===== src/core/bscan_pkg.sv =====
// shared constants for the boundary-scan test access port
// assumes a 50 MHz system clock that oversamples the test clock pins
package bscan_pkg;
    localparam int CELLS_PER_IO = 3;
    localparam int IR_W = 3;
    // cell position inside one i/o group
    localparam int CELL_IN = 0;
    localparam int CELL_OUT = 1;
    localparam int CELL_OE = 2;
    localparam logic [2:0] IR_EXTEST = 3'h0;
    localparam logic [2:0] IR_SAMPLE = 3'h1;
    localparam logic [2:0] IR_HIGHZ = 3'h5;
    localparam logic [2:0] IR_CLAMP = 3'h6;
    localparam logic [2:0] IR_BYPASS = 3'h7;
    // fixed pattern the instruction shifter captures
    localparam logic [2:0] IR_CAPTURE_VAL = 3'h1;
    localparam int CLK_HZ = 50000000;
    localparam int TCK_MAX_HZ = 20000000;
    // system clocks per fastest test clock period, rounded down
    localparam int TCK_MIN_CYC = CLK_HZ / TCK_MAX_HZ;
    localparam int SYNC_STAGES = 2;

    typedef enum logic [15:0] {
        BSCAN_RESET = 16'h0001,
        BSCAN_IDLE = 16'h0002,
        BSCAN_SEL_DR = 16'h0004,
        BSCAN_CAP_DR = 16'h0008,
        BSCAN_SH_DR = 16'h0010,
        BSCAN_EX1_DR = 16'h0020,
        BSCAN_PAU_DR = 16'h0040,
        BSCAN_EX2_DR = 16'h0080,
        BSCAN_UPD_DR = 16'h0100,
        BSCAN_SEL_IR = 16'h0200,
        BSCAN_CAP_IR = 16'h0400,
        BSCAN_SH_IR = 16'h0800,
        BSCAN_EX1_IR = 16'h1000,
        BSCAN_PAU_IR = 16'h2000,
        BSCAN_EX2_IR = 16'h4000,
        BSCAN_UPD_IR = 16'h8000
    } bscan_state_t;
endpackage


===== src/core/bscan_ctl_if.sv =====
// control bundle between the test controller and the boundary cell chain
// assumes both ends run on the same system clock
`timescale 1ns/1ns
interface bscan_ctl_if;
    logic capture;
    logic shift;
    logic update;
    logic sdi;
    logic sdo;
    logic pins_from_cells;
    logic core_from_cells;
    logic all_highz;
    modport ctl (output capture, output shift, output update, output sdi, output pins_from_cells,
        output core_from_cells, output all_highz, input sdo);
    modport chain (input capture, input shift, input update, input sdi, input pins_from_cells,
        input core_from_cells, input all_highz, output sdo);
endinterface


===== src/core/bscan_chain.sv =====
// boundary register: three cells per i/o, serial chain plus pin/core muxing
// assumes one-cycle capture/shift/update strobes from the test controller
`timescale 1ns/1ns
module bscan_chain #(
    parameter int NUM_IO = 8
) (
    input wire logic clk,
    input wire logic reset,
    bscan_ctl_if.chain ctl,
    input wire logic [NUM_IO-1:0] pad_in,
    input wire logic [NUM_IO-1:0] core_out,
    input wire logic [NUM_IO-1:0] core_oe,
    output logic [NUM_IO-1:0] core_in,
    output logic [NUM_IO-1:0] pad_out,
    output logic [NUM_IO-1:0] pad_oe
);
    localparam int LEN = NUM_IO * bscan_pkg::CELLS_PER_IO;

    typedef struct packed {
        logic [NUM_IO-1:0] pin_s1;
        logic [NUM_IO-1:0] pin_s2;
        logic [LEN-1:0] sh;
        logic [LEN-1:0] upd;
        logic [NUM_IO-1:0] core_in;
        logic [NUM_IO-1:0] pad_out;
        logic [NUM_IO-1:0] pad_oe;
    } bscan_chain_st_t;

    bscan_chain_st_t st_r;
    bscan_chain_st_t st_nxt;

    always_comb begin
        st_nxt = st_r;
        st_nxt.pin_s1 = pad_in;
        st_nxt.pin_s2 = st_r.pin_s1;
        if (ctl.capture) begin
            for (int i = 0; i < NUM_IO; i++) begin
                // parallel inputs observe the pad and the core's drive
                st_nxt.sh[i*3+bscan_pkg::CELL_IN] = st_r.pin_s2[i]; // [RULE_03]
                st_nxt.sh[i*3+bscan_pkg::CELL_OUT] = core_out[i]; // [RULE_03]
                st_nxt.sh[i*3+bscan_pkg::CELL_OE] = core_oe[i]; // [RULE_03]
            end
        end else if (ctl.shift) begin
            st_nxt.sh = {ctl.sdi, st_r.sh[LEN-1:1]}; // [RULE_02]
        end
        if (ctl.update) begin
            st_nxt.upd = st_r.sh; // [RULE_01]
        end
        for (int i = 0; i < NUM_IO; i++) begin
            st_nxt.core_in[i] = ctl.core_from_cells ? st_r.upd[i*3+bscan_pkg::CELL_IN] : st_r.pin_s2[i];
            st_nxt.pad_out[i] = ctl.pins_from_cells ? st_r.upd[i*3+bscan_pkg::CELL_OUT] : core_out[i]; // [RULE_03]
            st_nxt.pad_oe[i] = ctl.pins_from_cells ? st_r.upd[i*3+bscan_pkg::CELL_OE] : core_oe[i];
            if (ctl.all_highz) begin
                st_nxt.pad_oe[i] = 1'b0; // [RULE_11]
            end
        end
    end

    always_ff @(posedge clk) begin
        if (reset) begin
            st_r <= '0;
        end else begin
            st_r <= st_nxt;
        end
    end

    assign ctl.sdo = st_r.sh[0]; // [RULE_02]
    assign core_in = st_r.core_in;
    assign pad_out = st_r.pad_out;
    assign pad_oe = st_r.pad_oe;
endmodule


===== src/core/bscan_tap.sv =====
// boundary-scan test access port: tap controller, instruction register,
// bypass bit and the boundary cell chain
// assumes tck/tms/tdi arrive asynchronously and are oversampled by clk;
// tdo is a three-state pin split into value and enable
//
// Contract
// [RULE_01] every i/o owns three boundary cells, each with serial and parallel in and out.
// [RULE_02] all cells form one serial chain fed from tdi and read out at tdo.
// [RULE_03] cell parallel ports observe pads and core and can drive pad value and enable.
// [RULE_04] tms is sampled on each rising tck edge to walk the controller states.
// [RULE_05] tdi is sampled on the rising tck edge while shifting instruction or data.
// [RULE_06] tdo changes on the falling tck edge so the tester samples it on the next rise.
// [RULE_07] the tester keeps tck at or below 20 MHz.
// [RULE_08] tdo is driven only while shifting and is released otherwise.
// [RULE_09] code 000 drives pins from the cells and captures input pins into them.
// [RULE_10] code 001 snapshots the pins with normal operation running and allows preload.
// [RULE_11] code 101 releases every i/o to high impedance.
// [RULE_12] code 110 drives the pins from the held boundary values.
// [RULE_13] code 111 puts a one-bit bypass between tdi and tdo.
// [RULE_14] reset forces the controller into its test-logic-reset state.
// [RULE_15] a three-bit instruction register and the sixteen-state controller steered by tms.
// [RULE_16] codes 010, 011 and 100 behave as bypass.
`timescale 1ns/1ns
module bscan_tap #(
    parameter int NUM_IO = 8
) (
    input wire logic clk,
    input wire logic reset,
    input wire logic tck,
    input wire logic tms,
    input wire logic tdi,
    output logic tdo,
    output logic tdo_oe,
    input wire logic [NUM_IO-1:0] pad_in,
    input wire logic [NUM_IO-1:0] core_out,
    input wire logic [NUM_IO-1:0] core_oe,
    output logic [NUM_IO-1:0] core_in,
    output logic [NUM_IO-1:0] pad_out,
    output logic [NUM_IO-1:0] pad_oe
);
    // refused at elaboration: the indexing and decode below are written for these sizes
    if (NUM_IO < 1) begin : g_bad_num_io
        $error("NUM_IO must be at least 1");
    end
    if (bscan_pkg::CELLS_PER_IO != 3) begin : g_bad_cells
        $error("cell indexing assumes three cells per i/o");
    end
    if (bscan_pkg::IR_W != 3) begin : g_bad_ir_w
        $error("instruction decode assumes a three-bit register");
    end
    // need at least two samples per test clock period to see both edges
    if (bscan_pkg::TCK_MIN_CYC < 2) begin : g_slow_clk
        $error("system clock too slow for the test clock");
    end

    typedef struct packed {
        logic tck_s1;
        logic tck_s2;
        logic tck_d;
        logic tms_s1;
        logic tms_s2;
        logic tdi_s1;
        logic tdi_s2;
        bscan_pkg::bscan_state_t state;
        logic [bscan_pkg::IR_W-1:0] ir;
        logic [bscan_pkg::IR_W-1:0] ir_sh;
        logic byp;
        logic tdo;
        logic tdo_oe;
        logic capture;
        logic shift;
        logic update;
        logic sdi;
    } bscan_tap_st_t;

    bscan_tap_st_t st_r;
    bscan_tap_st_t st_nxt;
    bscan_ctl_if ctl ();

    function automatic bscan_pkg::bscan_state_t bscan_next(input bscan_pkg::bscan_state_t s, input logic m);
        bscan_pkg::bscan_state_t n;
        n = bscan_pkg::BSCAN_RESET;
        unique case (s)
            bscan_pkg::BSCAN_RESET: n = m ? bscan_pkg::BSCAN_RESET : bscan_pkg::BSCAN_IDLE;
            bscan_pkg::BSCAN_IDLE: n = m ? bscan_pkg::BSCAN_SEL_DR : bscan_pkg::BSCAN_IDLE;
            bscan_pkg::BSCAN_SEL_DR: n = m ? bscan_pkg::BSCAN_SEL_IR : bscan_pkg::BSCAN_CAP_DR;
            bscan_pkg::BSCAN_CAP_DR: n = m ? bscan_pkg::BSCAN_EX1_DR : bscan_pkg::BSCAN_SH_DR;
            bscan_pkg::BSCAN_SH_DR: n = m ? bscan_pkg::BSCAN_EX1_DR : bscan_pkg::BSCAN_SH_DR;
            bscan_pkg::BSCAN_EX1_DR: n = m ? bscan_pkg::BSCAN_UPD_DR : bscan_pkg::BSCAN_PAU_DR;
            bscan_pkg::BSCAN_PAU_DR: n = m ? bscan_pkg::BSCAN_EX2_DR : bscan_pkg::BSCAN_PAU_DR;
            bscan_pkg::BSCAN_EX2_DR: n = m ? bscan_pkg::BSCAN_UPD_DR : bscan_pkg::BSCAN_SH_DR;
            bscan_pkg::BSCAN_UPD_DR: n = m ? bscan_pkg::BSCAN_SEL_DR : bscan_pkg::BSCAN_IDLE;
            bscan_pkg::BSCAN_SEL_IR: n = m ? bscan_pkg::BSCAN_RESET : bscan_pkg::BSCAN_CAP_IR;
            bscan_pkg::BSCAN_CAP_IR: n = m ? bscan_pkg::BSCAN_EX1_IR : bscan_pkg::BSCAN_SH_IR;
            bscan_pkg::BSCAN_SH_IR: n = m ? bscan_pkg::BSCAN_EX1_IR : bscan_pkg::BSCAN_SH_IR;
            bscan_pkg::BSCAN_EX1_IR: n = m ? bscan_pkg::BSCAN_UPD_IR : bscan_pkg::BSCAN_PAU_IR;
            bscan_pkg::BSCAN_PAU_IR: n = m ? bscan_pkg::BSCAN_EX2_IR : bscan_pkg::BSCAN_PAU_IR;
            bscan_pkg::BSCAN_EX2_IR: n = m ? bscan_pkg::BSCAN_UPD_IR : bscan_pkg::BSCAN_SH_IR;
            bscan_pkg::BSCAN_UPD_IR: n = m ? bscan_pkg::BSCAN_SEL_DR : bscan_pkg::BSCAN_IDLE;
            // a corrupted one-hot code falls back to reset
            default: n = bscan_pkg::BSCAN_RESET;
        endcase
        return n;
    endfunction

    // only extest and sample/preload put the boundary chain between tdi and tdo
    function automatic logic bscan_bsr_sel(input logic [2:0] code);
        return (code == bscan_pkg::IR_EXTEST) || (code == bscan_pkg::IR_SAMPLE); // [RULE_16]
    endfunction

    // tdo is driven in exactly these two states
    function automatic logic bscan_in_shift(input bscan_pkg::bscan_state_t s);
        return (s == bscan_pkg::BSCAN_SH_IR) || (s == bscan_pkg::BSCAN_SH_DR);
    endfunction

    // clamp keeps bypass in the data path but still drives pins from held values
    function automatic logic bscan_pins_sel(input logic [2:0] code);
        return (code == bscan_pkg::IR_EXTEST) || (code == bscan_pkg::IR_CLAMP); // [RULE_09] [RULE_12]
    endfunction

    // only extest hands the input cells to the core
    function automatic logic bscan_core_sel(input logic [2:0] code);
        return code == bscan_pkg::IR_EXTEST; // [RULE_09]
    endfunction

    logic tck_rise;
    logic tck_fall;
    logic bsr_sel;

    always_comb begin
        tck_rise = st_r.tck_s2 & ~st_r.tck_d;
        tck_fall = ~st_r.tck_s2 & st_r.tck_d;
        bsr_sel = bscan_bsr_sel(st_r.ir);
        st_nxt = st_r;
        st_nxt.tck_s1 = tck;
        st_nxt.tck_s2 = st_r.tck_s1;
        st_nxt.tck_d = st_r.tck_s2;
        st_nxt.tms_s1 = tms;
        st_nxt.tms_s2 = st_r.tms_s1;
        st_nxt.tdi_s1 = tdi;
        st_nxt.tdi_s2 = st_r.tdi_s1;
        st_nxt.capture = 1'b0;
        st_nxt.shift = 1'b0;
        st_nxt.update = 1'b0;
        st_nxt.sdi = st_r.tdi_s2;
        if (tck_rise) begin
            st_nxt.state = bscan_next(st_r.state, st_r.tms_s2); // [RULE_04] [RULE_15]
            unique case (st_r.state)
                bscan_pkg::BSCAN_RESET: begin
                    st_nxt.ir = bscan_pkg::IR_BYPASS; // [RULE_14]
                end
                bscan_pkg::BSCAN_CAP_IR: begin
                    st_nxt.ir_sh = bscan_pkg::IR_CAPTURE_VAL;
                end
                bscan_pkg::BSCAN_SH_IR: begin
                    st_nxt.ir_sh = {st_r.tdi_s2, st_r.ir_sh[2:1]}; // [RULE_05]
                end
                bscan_pkg::BSCAN_UPD_IR: begin
                    st_nxt.ir = st_r.ir_sh; // [RULE_15]
                end
                bscan_pkg::BSCAN_CAP_DR: begin
                    st_nxt.byp = 1'b0;
                    st_nxt.capture = bsr_sel; // [RULE_09] [RULE_10]
                end
                bscan_pkg::BSCAN_SH_DR: begin
                    st_nxt.byp = st_r.tdi_s2; // [RULE_13] [RULE_05]
                    st_nxt.shift = bsr_sel; // [RULE_05]
                end
                bscan_pkg::BSCAN_UPD_DR: begin
                    st_nxt.update = bsr_sel; // [RULE_10]
                end
                default: ;
            endcase
        end
        if (tck_fall) begin
            // launch on the falling edge, tester samples on the next rise
            unique case (st_r.state)
                bscan_pkg::BSCAN_SH_IR: begin
                    st_nxt.tdo = st_r.ir_sh[0]; // [RULE_06]
                end
                bscan_pkg::BSCAN_SH_DR: begin
                    st_nxt.tdo = bsr_sel ? ctl.sdo : st_r.byp; // [RULE_06] [RULE_13] [RULE_02]
                end
                default: ;
            endcase
            st_nxt.tdo_oe = bscan_in_shift(st_r.state); // [RULE_08]
        end
    end

    always_ff @(posedge clk) begin
        if (reset) begin
            st_r <= '0;
            st_r.state <= bscan_pkg::BSCAN_RESET; // [RULE_14]
            st_r.ir <= bscan_pkg::IR_BYPASS;
        end else begin
            st_r <= st_nxt;
        end
    end

    assign ctl.capture = st_r.capture;
    assign ctl.shift = st_r.shift;
    assign ctl.update = st_r.update;
    assign ctl.sdi = st_r.sdi;
    assign ctl.pins_from_cells = bscan_pins_sel(st_r.ir); // [RULE_09] [RULE_12]
    assign ctl.core_from_cells = bscan_core_sel(st_r.ir); // [RULE_09]
    assign ctl.all_highz = (st_r.ir == bscan_pkg::IR_HIGHZ); // [RULE_11]

    bscan_chain #(
        .NUM_IO(NUM_IO)
    ) u_chain (
        .clk(clk),
        .reset(reset),
        .ctl(ctl),
        .pad_in(pad_in),
        .core_out(core_out),
        .core_oe(core_oe),
        .core_in(core_in),
        .pad_out(pad_out),
        .pad_oe(pad_oe)
    );

    assign tdo = st_r.tdo;
    assign tdo_oe = st_r.tdo_oe;
endmodule


===== config.mk =====
export PLATFORM = sky130hd
export DESIGN_NAME = bscan_tap
export DESIGN_NICKNAME = d
export VERILOG_FILES = /design/src/core/bscan_pkg.sv /design/src/core/bscan_ctl_if.sv /design/src/core/bscan_chain.sv /design/src/core/bscan_tap.sv
export SDC_FILE = /design/constraint.sdc
export NUM_CORES = 1
export LEC_CHECK = 0
export CORE_MARGIN = 10
export CORE_UTILIZATION = 40
export DETAILED_ROUTE_END_ITERATION = 8
export DONT_BUFFER_PORTS = 1
export HOLD_SLACK_MARGIN = 0.12
export PLACE_DENSITY_LB_ADDON = 0.15
export SYNTH_ARGS = -nofsm -noshare
export SYNTH_HDL_FRONTEND = slang
export SYNTH_SLANG_ARGS = --single-unit

===== constraint.sdc =====
create_clock -name clk -period 2.6 [get_ports clk]
set_clock_uncertainty 0.15 [all_clocks]
set_input_delay 0.13 -clock clk [delete_from_list [all_inputs] [get_ports clk]]
set_output_delay 0.13 -clock clk [all_outputs]
set_load 0.1 [all_outputs]

==> results of run 1 <==
cell usage after synthesis (all sizes together), types with 2 or more instances:
cell    instances
mux2i          73
nand2b          8
a32oi           2
or3             2
xnor2           4
nand4           6
dfxtp         124
nor4           13
clkbuf         33
buf            31
a21oi          43
o21ai           6
nor2b          27
mux2            2
or4b            2
nor3            4
nor2          115
inv             2
a22oi           2
nand2          13
nor4b           7
xor2            4
nand3          13
or4             4
o22ai           3
worst max-delay path: stages (launching register included):
cell and delay, ns:
dfxtp_1 0.38, or4_4 0.56, or4_1 0.51, a31oi_1 0.18, nor4_1 0.09, a2111o_1 0.38
sequential cells by signal, indices dropped and copies added, names as in the netlist:
| name | cells |
|---|---|
| ctl.update | 1 |
| u_chain.pad_out | 8 |
| u_chain.pad_oe | 8 |
| st_r | 25 |
| u_chain.ctl.sdo | 1 |
| tdo_oe | 1 |
| ctl.shift | 1 |
| u_chain.core_in | 8 |
| st_nxt | 5 |
| tdo | 1 |
| u_chain.st_r | 55 |
| ctl.sdi | 1 |
| ctl.capture | 1 |
| u_chain.st_nxt | 8 |
stage by stage:
stage          util (%)  power, mW  hold WS, ns  setup WS [ns]  instance area [um^2]
3_3_place_gp       40.7       2.18       0.0633          0.307                  5110
2_1_floorplan         -       2.21        0.108          0.353                  5110
4_1_cts            48.3       4.74        0.206          0.274                  6070
5_1_grt            48.3       4.85        0.229          0.118                  6070
6_report           48.3       4.68        0.213          0.247                  6070
3_5_place_dp       40.7       2.18       0.0635          0.288                  5110
layout make-up:
cell class | instances | area, um^2 | share of cell area, %
Timing Repair Buffer | 48 | 458 | 7.54
Clock inverter | 13 | 191 | 3.15
Clock buffer | 18 | 429 | 7.07
Tap cell | 172 | 215 | 3.55
Sequential cell | 124 | 2480 | 40.9
Multi-Input combinational cell | 366 | 2290 | 37.7
Inverter | 2 | 7.51 | 0.124
layer usage:
metal / vias up / routed length, um / GRT usage (%)
met5: - / 0 / 0
met1: 1685 / 5180 / 16.1
met3: 14 / 636 / 4.54
met4: 0 / 179 / 5.32
met2: 81 / 4900 / 18.9
li1: 1887 / - / -
logic make-up after synthesis:
logic type	share of synthesized area (%)
compound gates	7.12
xor+xnor	1.37
buf+inv	6.78
flops	48.6
mux	14.7
simple gates	21.4
how the worst min path moves through the flow:
stage / to / cells after the start
after global routing: u_chain.st_nxt[72]$_SDFF_PP0_ / 2
after global placement: st_r[23]$_SDFFE_PP0P_ / 1
after CTS: u_chain.st_nxt[72]$_SDFF_PP0_ / 2
after detailed placement: st_r[21]$_SDFFE_PP0P_ / 1
after floorplan: st_nxt[29]$_SDFF_PP0_ / 1
final: u_chain.st_nxt[76]$_SDFF_PP0_ / 2
power breakdown:
group          total [mW]  internal, mW  switching (mW)
registers            2.07          1.94           0.138
logic               0.138        0.0658          0.0724
clock network        2.47          1.61           0.862
total                4.68          3.61            1.07
repair_timing:
item	4_1_cts	5_1_grt
hold buffers	32	0
setup endpoints to repair	0	0
hold endpoints to repair	124	0
==> summary.md, run 1 <==
| Metric | Value |
|---|---|
| Status | complete, no violations |
| Hold Crit Class | input port to flop |
| Crit path capture | st_r[13]$_SDFFE_PP1P_ |
| Synth Register Bits | 124 |
| Syn. warnings | 0 |
| Initial antenna violation count | 0 |
| CP startpoint kind | flop |
| Diode count | 0 |
| Highest-count cells in the layout ignoring fill and taps | dfxtp_1, nor2_1, mux2i_1, a21oi_1, dlygate4sd3_1 |
| Syn Std Cell Area | 5110 um^2 |
| Vias per inst | 4.94 |
| Skew-Pair Late Insertion Delay | 0.42 ns |
| Max-cap violation count | 0 |
| Critical Path AT | 2.50 ns |
| Drt total wl | 10.9 mm |
| Crit-path max FO | 7 |
| R2R cell count | 5 |
| Non-Filler Instances | 743 |
| Top_reg_cell synth | dfxtp_1 |
| Gr usage total | 12.7% |
| GRT Residual Overflow | 0 |
| Most common cell after layout, fill and taps aside | dfxtp_1 |
| Post-Syn Area per Cell | 9.19 um^2 |
| Worst Setup End Kind | flop |
| Clock transition at path regs | 0.06 ns |
| Post-route minimum period | 2.35 ns |
| Fin Setup TNS | 0 ns |
| Wire per inst | 14.7 um |
| Synth area leader | dfxtp_1 |
| Critical Path RT | 2.75 ns |
| Worst-margin pin slew | 0.984 ns |
| Peak VDD IR | 0.000499 V |
| Root buffer cell | clkbuf_16 |
| Area Overhead vs Synth | 18.7% |
| Core box area | 12600 um^2 |
| Filler cells | 1206 |
| Die Ht | 133 um |
| Clk buf depth | 2 |
| Fin. Hold Viols | 0 |
| Largest net degree at the start of global routing | 116 |
| Top-area cell type share of the netlist area | 48.6% |
| Total die area | 17700 um^2 |
| Port Buf Inserts | 0 |
| Post-synth EDFFs | 0 |
| Final Max Tran Viols | 0 |
| Top cells by area, synth | dfxtp_1, mux2i_1, nor2_1 |
| Count of different cell masters after synthesis | 44 |
| Buffer count from post-CTS setup fixing | 0 |
| Num rows | 41 |
| Drt drc | 0 |
| H-tree depth | 4 |
| RSZ-0062 raised after global routing | false |
| Syn Nets | 585 |
| Pwr dens | 771 nW/um^2 |
| ANT nets after route | 0 |
| Share of cells above drive strength 1 | 10.5% |
| Sequential area share after synthesis | 48.6% |
| Slew headroom | 34.3% |
| Leakage power total | 2.17 nW |
| Clk sinks | 124 |
| Fmax | 425 MHz |
| 1st-iter DRT viols | 269 |
| Post-CTS Resized | 0 |
| Placed insts | 680 |
| Global-route wire length before repair | 18.3 mm |
| Vias in the first global route | 3592 |
| CTS buffer count | 17 |
| DR vias | 3667 |
| Initial Util | 40.7% |
| Critical Path Start | st_r[14]$_SDFFE_PP0P_ |
| CTS tree | built |
| Worst Hold Launch | pad_in[4] |
| Post-Syn Instances | 556 |
| Die Wd | 133 um |
| Worst R2R Start | st_r[14]$_SDFFE_PP0P_ |
| Final nets | 588 |
| Period utilisation layout | 90.5% |
| DRT Pass-1 Iters | 4 |
| FF-to-FF setup slack | 0.25 ns |
| Reg2reg end | st_r[13]$_SDFFE_PP1P_ |
| Gpl congestion | 0.802 |
| Boundary Pins | 55 |
| Setup CP Type | flop to flop |
| Final Setup Violations | 0 |
| Synth async-reset ratio | 0% |
| DP HPWL | 7.01 mm |
(Power assumes the default switching activity.)
==> run 2, diff against run 1 <==
MAX_ROUTING_LAYER = met4   (was unset)
==> run 2 against run 1 <==
- wire length is 2.4% higher
- critical path depth unchanged
- clock-buffer cell count grew 1
- die area unchanged
- final cell count fell by 0.13%
- via count rose by 0.63%
- fmax is 1.5% higher
- first-iteration DRC count is 3.3% higher
- setup slack better by 0.034 ns
- clock power decreased by 12%
- sequential cell count is the same
- largest power group unchanged
- highest routed layer unchanged
==> summary.md, run 2 (synthesis results as in run 1) <==
| Metric | Value |
|---|---|
| DRT Pass-1 Iters | 4 (unchanged) |
| Clk sinks | 124 (unchanged) |
| Drt drc | 0 (unchanged) |
| Critical path's top delay family | simple AND/OR/NAND/NOR gates |
| WHS Path Cells | 2 (unchanged) |
| Fmax | 431 MHz (+1.5%) |
| Worst path buffer plus inverter count | 0 (unchanged) |
| Vias per inst | 4.97 (+0.76%) |
| Diode count | 0 (unchanged) |
| Max stage delay cell, worst path | or4_4 |
| Initial Util | 40.7% (unchanged) |
| Post-CTS Resized | 0 (unchanged) |
| Num rows | 41 (unchanged) |
| Total die area | 17700 um^2 (unchanged) |
| CTS tree | built |
| Register Area | 2480 um^2 (unchanged) |
| Slew headroom | 33.6% (-0.73 points) |
| Max reg flops | 55 (unchanged) |
| FF-to-FF setup slack | 0.28 ns (+0.03 ns) |
| DP Worst Slack | 0.291 ns (+0.00314 ns) |
| Period utilisation layout | 89.2% (-1.3 points) |
| Core box area | 12600 um^2 (unchanged) |
| Met2 wire length | 5.03 mm (+2.7%) |
| R2R cell count | 5 (unchanged) |
| CP peak stage delay | 0.57 ns (about the same) |
| Final nets | 586 (-0.34%) |
| H-tree depth | 4 (unchanged) |
| CTS buffer count | 17 (unchanged) |
| Fin. Hold Viols | 0 (unchanged) |
| 1st-iter DRT viols | 278 (+3.3%) |
| Final Core Density | 47.6% (-0.70 points) |
| Area of the multi-input gates | 2290 um^2 (unchanged) |
| Metal3 WL | 556 um (-13%) |
| Peak VDD IR | 0.000533 V (+6.8%) |
| Vias in the first global route | 3570 (-0.61%) |
| Global-route wire length before repair | 18.5 mm (+0.87%) |
| Pwr dens | 733 nW/um^2 (-5.0%) |
| Regs by FF count | u_chain.st_r x55, st_r x25 |
| Status | complete, no violations |
| Share of cells above drive strength 1 | 10.5% (+0.018 points) |
| Post-DP Area | 5110 um^2 (unchanged) |
| Die Wd | 133 um (unchanged) |
| CP startpoint kind | flop |
| Highest-count cells in the layout ignoring fill and taps | dfxtp_1, nor2_1, mux2i_1, a21oi_1, dlygate4sd3_1 |
| Most flop-heavy register | u_chain.st_r |
| Clock transition at path regs | 0.06 ns (about the same) |
| Skew-Pair Late Insertion Delay | 0.41 ns (about the same) |
| Worst Hold Launch | pad_in[4] |
| Clk buf depth | 2 (unchanged) |
| Worst R2R Start | st_r[13]$_SDFFE_PP1P_ |
| DR vias | 3690 (+0.63%) |
| Root buffer cell | clkbuf_16 |
| DP HPWL | 7.07 mm (+0.85%) |
| Gr usage total | 13.2% (+0.54 points) |
| Wire per inst | 15.0 um (+2.5%) |
| Setup CP Type | flop to flop |
| Port Buf Inserts | 0 (unchanged) |
| Initial antenna violation count | 0 (unchanged) |
| Final Max Tran Viols | 0 (unchanged) |
| GRT Residual Overflow | 0 (unchanged) |
| Area Overhead vs Synth | 17.0% |
| Drt total wl | 11.2 mm (+2.4%) |
| PnR worst setup slack | 0.281 ns (+0.0343 ns) |
| Filler cells | 1241 (+2.9%) |
| Boundary Pins | 55 (unchanged) |
| Hold Crit Class | input port to flop |
| Post-route minimum period | 2.32 ns (-0.0343 ns) |
| Uppermost layer routed | met4 |
| Cell breakdown of the critical path | or4_4 > or4_1 > a31oi_1 > nor4_1 > a2111o_1 |
| Max-cap violation count | 0 (unchanged) |
| Worst Setup End Kind | flop |
| Die Ht | 133 um (unchanged) |
| Metal-1 WL | 5.37 mm (+3.7%) |
| Worst-margin pin slew | 0.995 ns (+0.0109 ns) |
| Leakage power total | 2.13 nW (-1.9%) |
| Largest net degree at the start of global routing | 116 (unchanged) |
| RSZ-0062 raised after global routing | false |
| Critical Path AT | 2.47 ns (-0.03 ns) |
| ANT nets after route | 0 (unchanged) |
| Final Setup Violations | 0 (unchanged) |
| Buffer count from post-CTS setup fixing | 0 (unchanged) |
| Cts hold-fix bufs | 30 (-6.3%) |
| Final Cell Area | 5980 um^2 (-1.4%) |
| Crit-path max FO | 7 (unchanged) |
| Critical Path RT | 2.75 ns (about the same) |
| Reg2reg end | st_r[13]$_SDFFE_PP1P_ |
| Hold Crit Endpoint | u_chain.st_nxt[76]$_SDFF_PP0_ |
| Fin Setup TNS | 0 ns (unchanged) |
| Most common cell after layout, fill and taps aside | dfxtp_1 |
| Gpl congestion | 0.840 (+4.8%) |
## run 2: cell count changes in the layout (fill, tap and decap cells not counted)
cell           before  now
bufinv_16           4    1
clkbuf_1            1    2
clkinv_2            1    3
clkinv_4            2    5
dlygate4sd3_1      31   29
inv_6               3    1
## run 2: worst max path at each step
stage | startpoint | endpoint | slack (ns) | depth (start not counted)
final | st_r[13]$_SDFFE_PP1P_ | st_r[13]$_SDFFE_PP1P_ | 0.28 | 5
after global routing | st_r[13]$_SDFFE_PP1P_ | st_r[13]$_SDFFE_PP1P_ | 0.16 | 5
after CTS | st_r[13]$_SDFFE_PP1P_ | st_r[13]$_SDFFE_PP1P_ | 0.28 | 5
after detailed placement | st_r[13]$_SDFFE_PP1P_ | st_r[13]$_SDFFE_PP1P_ | 0.29 | 5
after global placement | st_r[13]$_SDFFE_PP1P_ | st_r[13]$_SDFFE_PP1P_ | 0.31 | 5
after floorplan | st_r[14]$_SDFFE_PP0P_ | st_r[13]$_SDFFE_PP1P_ | 0.35 | 6
## run 2: layout make-up
cell class              count  area share [%]
inverters                   2           0.125
clock inverters            13            2.01
clock buffers              19            7.24
multi-input cells         366            38.2
repair buffers             46            7.32
flip-flops and latches    124            41.5
well taps                 172            3.60
## run 2: worst register-to-register path: stages, from the launching register on
cell      delay (ns)
dfxtp_1         0.36
or4_4           0.57
or4_1           0.50
a31oi_1         0.16
nor4_1          0.08
a2111o_1        0.38
## run 2: report_power, final
| part | leakage, nW | switching, mW | internal, mW |
|---|---|---|---|
| clock | 0.263 | 0.857 | 1.31 |
| combinational | 0.858 | 0.0735 | 0.0648 |
| sequential | 1.01 | 0.138 | 1.94 |
## run 2: stage by stage
step	total power, mW	instances	hold slack (ns)
6_report	4.38	742	0.226
5_1_grt	4.54	742	0.241
4_1_cts	4.44	742	0.211
3_5_place_dp	2.18	680	0.0628
3_3_place_gp	2.18	680	0.0649
2_1_floorplan	2.21	556	0.108
## run 2: routing by layer
layer,vias to the layer above,track usage (%)
met4,0,5.87
li1,1892,-
met5,-,-
met2,80,19.3
met3,15,4.05
met1,1703,16.5
==> run 3, diff against run 2 <==
CORE_ASPECT_RATIO = 1.5   (was unset)
==> run 3 against run 2 <==
- global-route usage grew 0.30 points
- setup slack lost 0.061 ns
- clock-buffer cell count is the same
- wire length grew 2.2%
- combinational power is essentially flat
- first-iteration DRC count shrank 41%
- sequential share of layout area shrank 0.40 points
- fmax shrank 2.5%
- cell area grew 0.98%
- sequential power is essentially flat
- core utilization grew 0.68 points
- hold slack gained 0.012 ns
- largest cell class unchanged
==> summary.md, run 3 (synthesis results as in run 1) <==
| Metric | Value |
|---|---|
| Status | complete, no violations |
| ANT nets after route | 0 (unchanged) |
| Highest-count cells in the layout ignoring fill and taps | dfxtp_1, nor2_1, mux2i_1, a21oi_1, dlygate4sd3_1 |
| Clock transition at path regs | 0.05 ns (about the same) |
| Root buffer cell | clkbuf_16 |
| Pwr dens | 781 nW/um^2 (+6.5%) |
| Final Core Density | 48.3% (+0.68 points) |
| Slew headroom | 36.7% (+3.1 points) |
| CP startpoint kind | flop |
| Post-route minimum period | 2.38 ns (+0.0605 ns) |
| Setup CP Type | flop to flop |
| Most flop-heavy register | u_chain.st_r |
| Final Setup Violations | 0 (unchanged) |
| Port Buf Inserts | 0 (unchanged) |
| RSZ-0062 raised after global routing | false |
| Buffer count from post-CTS setup fixing | 0 (unchanged) |
| Period utilisation layout | 91.5% (+2.3 points) |
| Area Overhead vs Synth | 18.2% |
| Initial Util | 40.9% (+0.18 points) |
| Max reg flops | 55 (unchanged) |
| Gr usage total | 13.5% (+0.30 points) |
| Clk buf depth | 2 (unchanged) |
| Post-CTS Resized | 0 (unchanged) |
| Wire per inst | 15.8 um (+4.8%) |
| Filler cells | 1211 (-2.4%) |
| Gpl congestion | 0.824 (-1.9%) |
| Leakage power total | 2.16 nW (+1.3%) |
| Vias per inst | 5.08 (+2.2%) |
| Num rows | 50 (+22%) |
| 1st-iter DRT viols | 165 (-41%) |
| Peak VDD IR | 0.000409 V (-23%) |
| Total die area | 17800 um^2 (+0.52%) |
| Share of cells above drive strength 1 | 10.1% (-0.47 points) |
| Largest net degree at the start of global routing | 116 (unchanged) |
| GRT Residual Overflow | 0 (unchanged) |
| Drt total wl | 11.4 mm (+2.2%) |
| Skew-Pair Late Insertion Delay | 0.41 ns (about the same) |
| Critical Path AT | 2.58 ns (+0.11 ns) |
| Fin Setup TNS | 0 ns (unchanged) |
| Cell breakdown of the critical path | nor4_2 > nand3_1 > nor4_1 > o21ai_0 > a21oi_1 > dlygate4sd3_1 |
| Worst-margin pin slew | 0.949 ns (-0.0462 ns) |
| Max-cap violation count | 0 (unchanged) |
| Clk sinks | 124 (unchanged) |
| Regs by FF count | u_chain.st_r x55, st_r x25 |
| Core box area | 12500 um^2 (-0.45%) |
| Most common cell after layout, fill and taps aside | dfxtp_1 |
| CTS buffer count | 17 (unchanged) |
| Register Area | 2480 um^2 (unchanged) |
| Crit-path max FO | 6 (-1) |
| Final nets | 585 (-0.17%) |
| Fin. Hold Viols | 0 (unchanged) |
| Die Ht | 158 um (+19%) |
| Max stage delay cell, worst path | dlygate4sd3_1 |
| Global-route wire length before repair | 18.9 mm (+2.6%) |
| Final Max Tran Viols | 0 (unchanged) |
| Critical Path RT | 2.80 ns (+0.05 ns) |
| DP HPWL | 7.63 mm (+7.9%) |
| Fmax | 420 MHz (-2.5%) |
| Hold Crit Class | input port to flop |
| Vias in the first global route | 3703 (+3.7%) |
| DR vias | 3673 (-0.46%) |
| Worst Setup End Kind | flop |
| Diode count | 0 (unchanged) |
| Initial antenna violation count | 0 (unchanged) |
| Drt drc | 0 (unchanged) |
| Boundary Pins | 55 (unchanged) |
| Area of the multi-input gates | 2290 um^2 (unchanged) |
| CTS tree | built |
| H-tree depth | 4 (unchanged) |
| Die Wd | 112 um (-16%) |
| DRT Pass-1 Iters | 4 (unchanged) |
| CP peak stage delay | 0.55 ns (-0.02 ns) |
[run 3: cell types whose count changed in the layout (fill, tap and decap cells not counted)]
| cell | previous run | this run |
|---|---|---|
| clkinvlp_4 | 3 | 4 |
| clkinv_2 | 3 | 1 |
| buf_12 | 0 | 1 |
| buf_4 | 16 | 14 |
| bufinv_16 | 1 | 5 |
| clkinv_4 | 5 | 0 |
[run 3: report_power, final]
| group | total (mW) | internal, mW | switching (mW) |
|---|---|---|---|
| logic | 0.138 | 0.0638 | 0.0742 |
| registers | 2.08 | 1.94 | 0.139 |
| clock network | 2.50 | 1.69 | 0.815 |
| total | 4.72 | 3.69 | 1.03 |
[run 3: area by class of cell]
cell class,instances,area share [%]
sequential,124,41.1
tap,156,3.23
timing repair buffer,45,7.33
clock buffer,19,7.17
multi-input combinational,366,37.8
inverter,2,0.124
clock inverter,11,3.21
[run 3: metrics by stage]
step / instance area (um^2) / hold slack, ns / cells / setup WS [ns] / power, mW
after floorplan: 5110 / 0.108 / 556 / 0.353 / 2.21
after global placement: 5100 / 0.0620 / 663 / 0.300 / 2.19
after detailed placement: 5100 / 0.0629 / 663 / 0.256 / 2.19
after CTS: 6040 / 0.222 / 723 / 0.210 / 4.78
after global routing: 6040 / 0.234 / 723 / 0.000872 / 4.88
final: 6040 / 0.238 / 723 / 0.220 / 4.72
[run 3: worst max-delay path: cells and delay by family, from the launching register on]
kind | cells | cell delay, ns
compound gates | 2 | 0.26
buf+inv | 1 | 0.55
flops | 1 | 0.35
simple gates | 3 | 1.03
[run 3: what timing repair did]
| item | CTS | global route |
|---|---|---|
| hold buffers | 30 | 0 |
| setup endpoints to repair | 0 | 0 |
| hold endpoints to repair | 124 | 0 |
[run 3: worst paths after layout]
| check | from | end | cells after the start | slack, ns |
|---|---|---|---|---|
| max reg2reg | st_r[21]$_SDFFE_PP0P_ | st_r[24]$_SDFFE_PP0P_ | 6 | 0.22 |
| min | pad_in[6] | u_chain.st_nxt[78]$_SDFF_PP0_ | 2 | 0.24 |
| min reg2reg | u_chain.st_nxt[75]$_SDFF_PP0_ | u_chain.st_r[75]$_SDFF_PP0_ | 1 | 0.28 |
| max | st_r[21]$_SDFFE_PP0P_ | st_r[24]$_SDFFE_PP0P_ | 6 | 0.22 |
[run 3: per-layer routing]
layer | up-vias | wire [um] | GRT usage, %
met2 | 74 | 6010 | 23.7
li1 | 1874 | - | -
met5 | - | 0 | -
met1 | 1709 | 4770 | 13.8
met3 | 16 | 363 | 3.69
met4 | 0 | 248 | 6.30
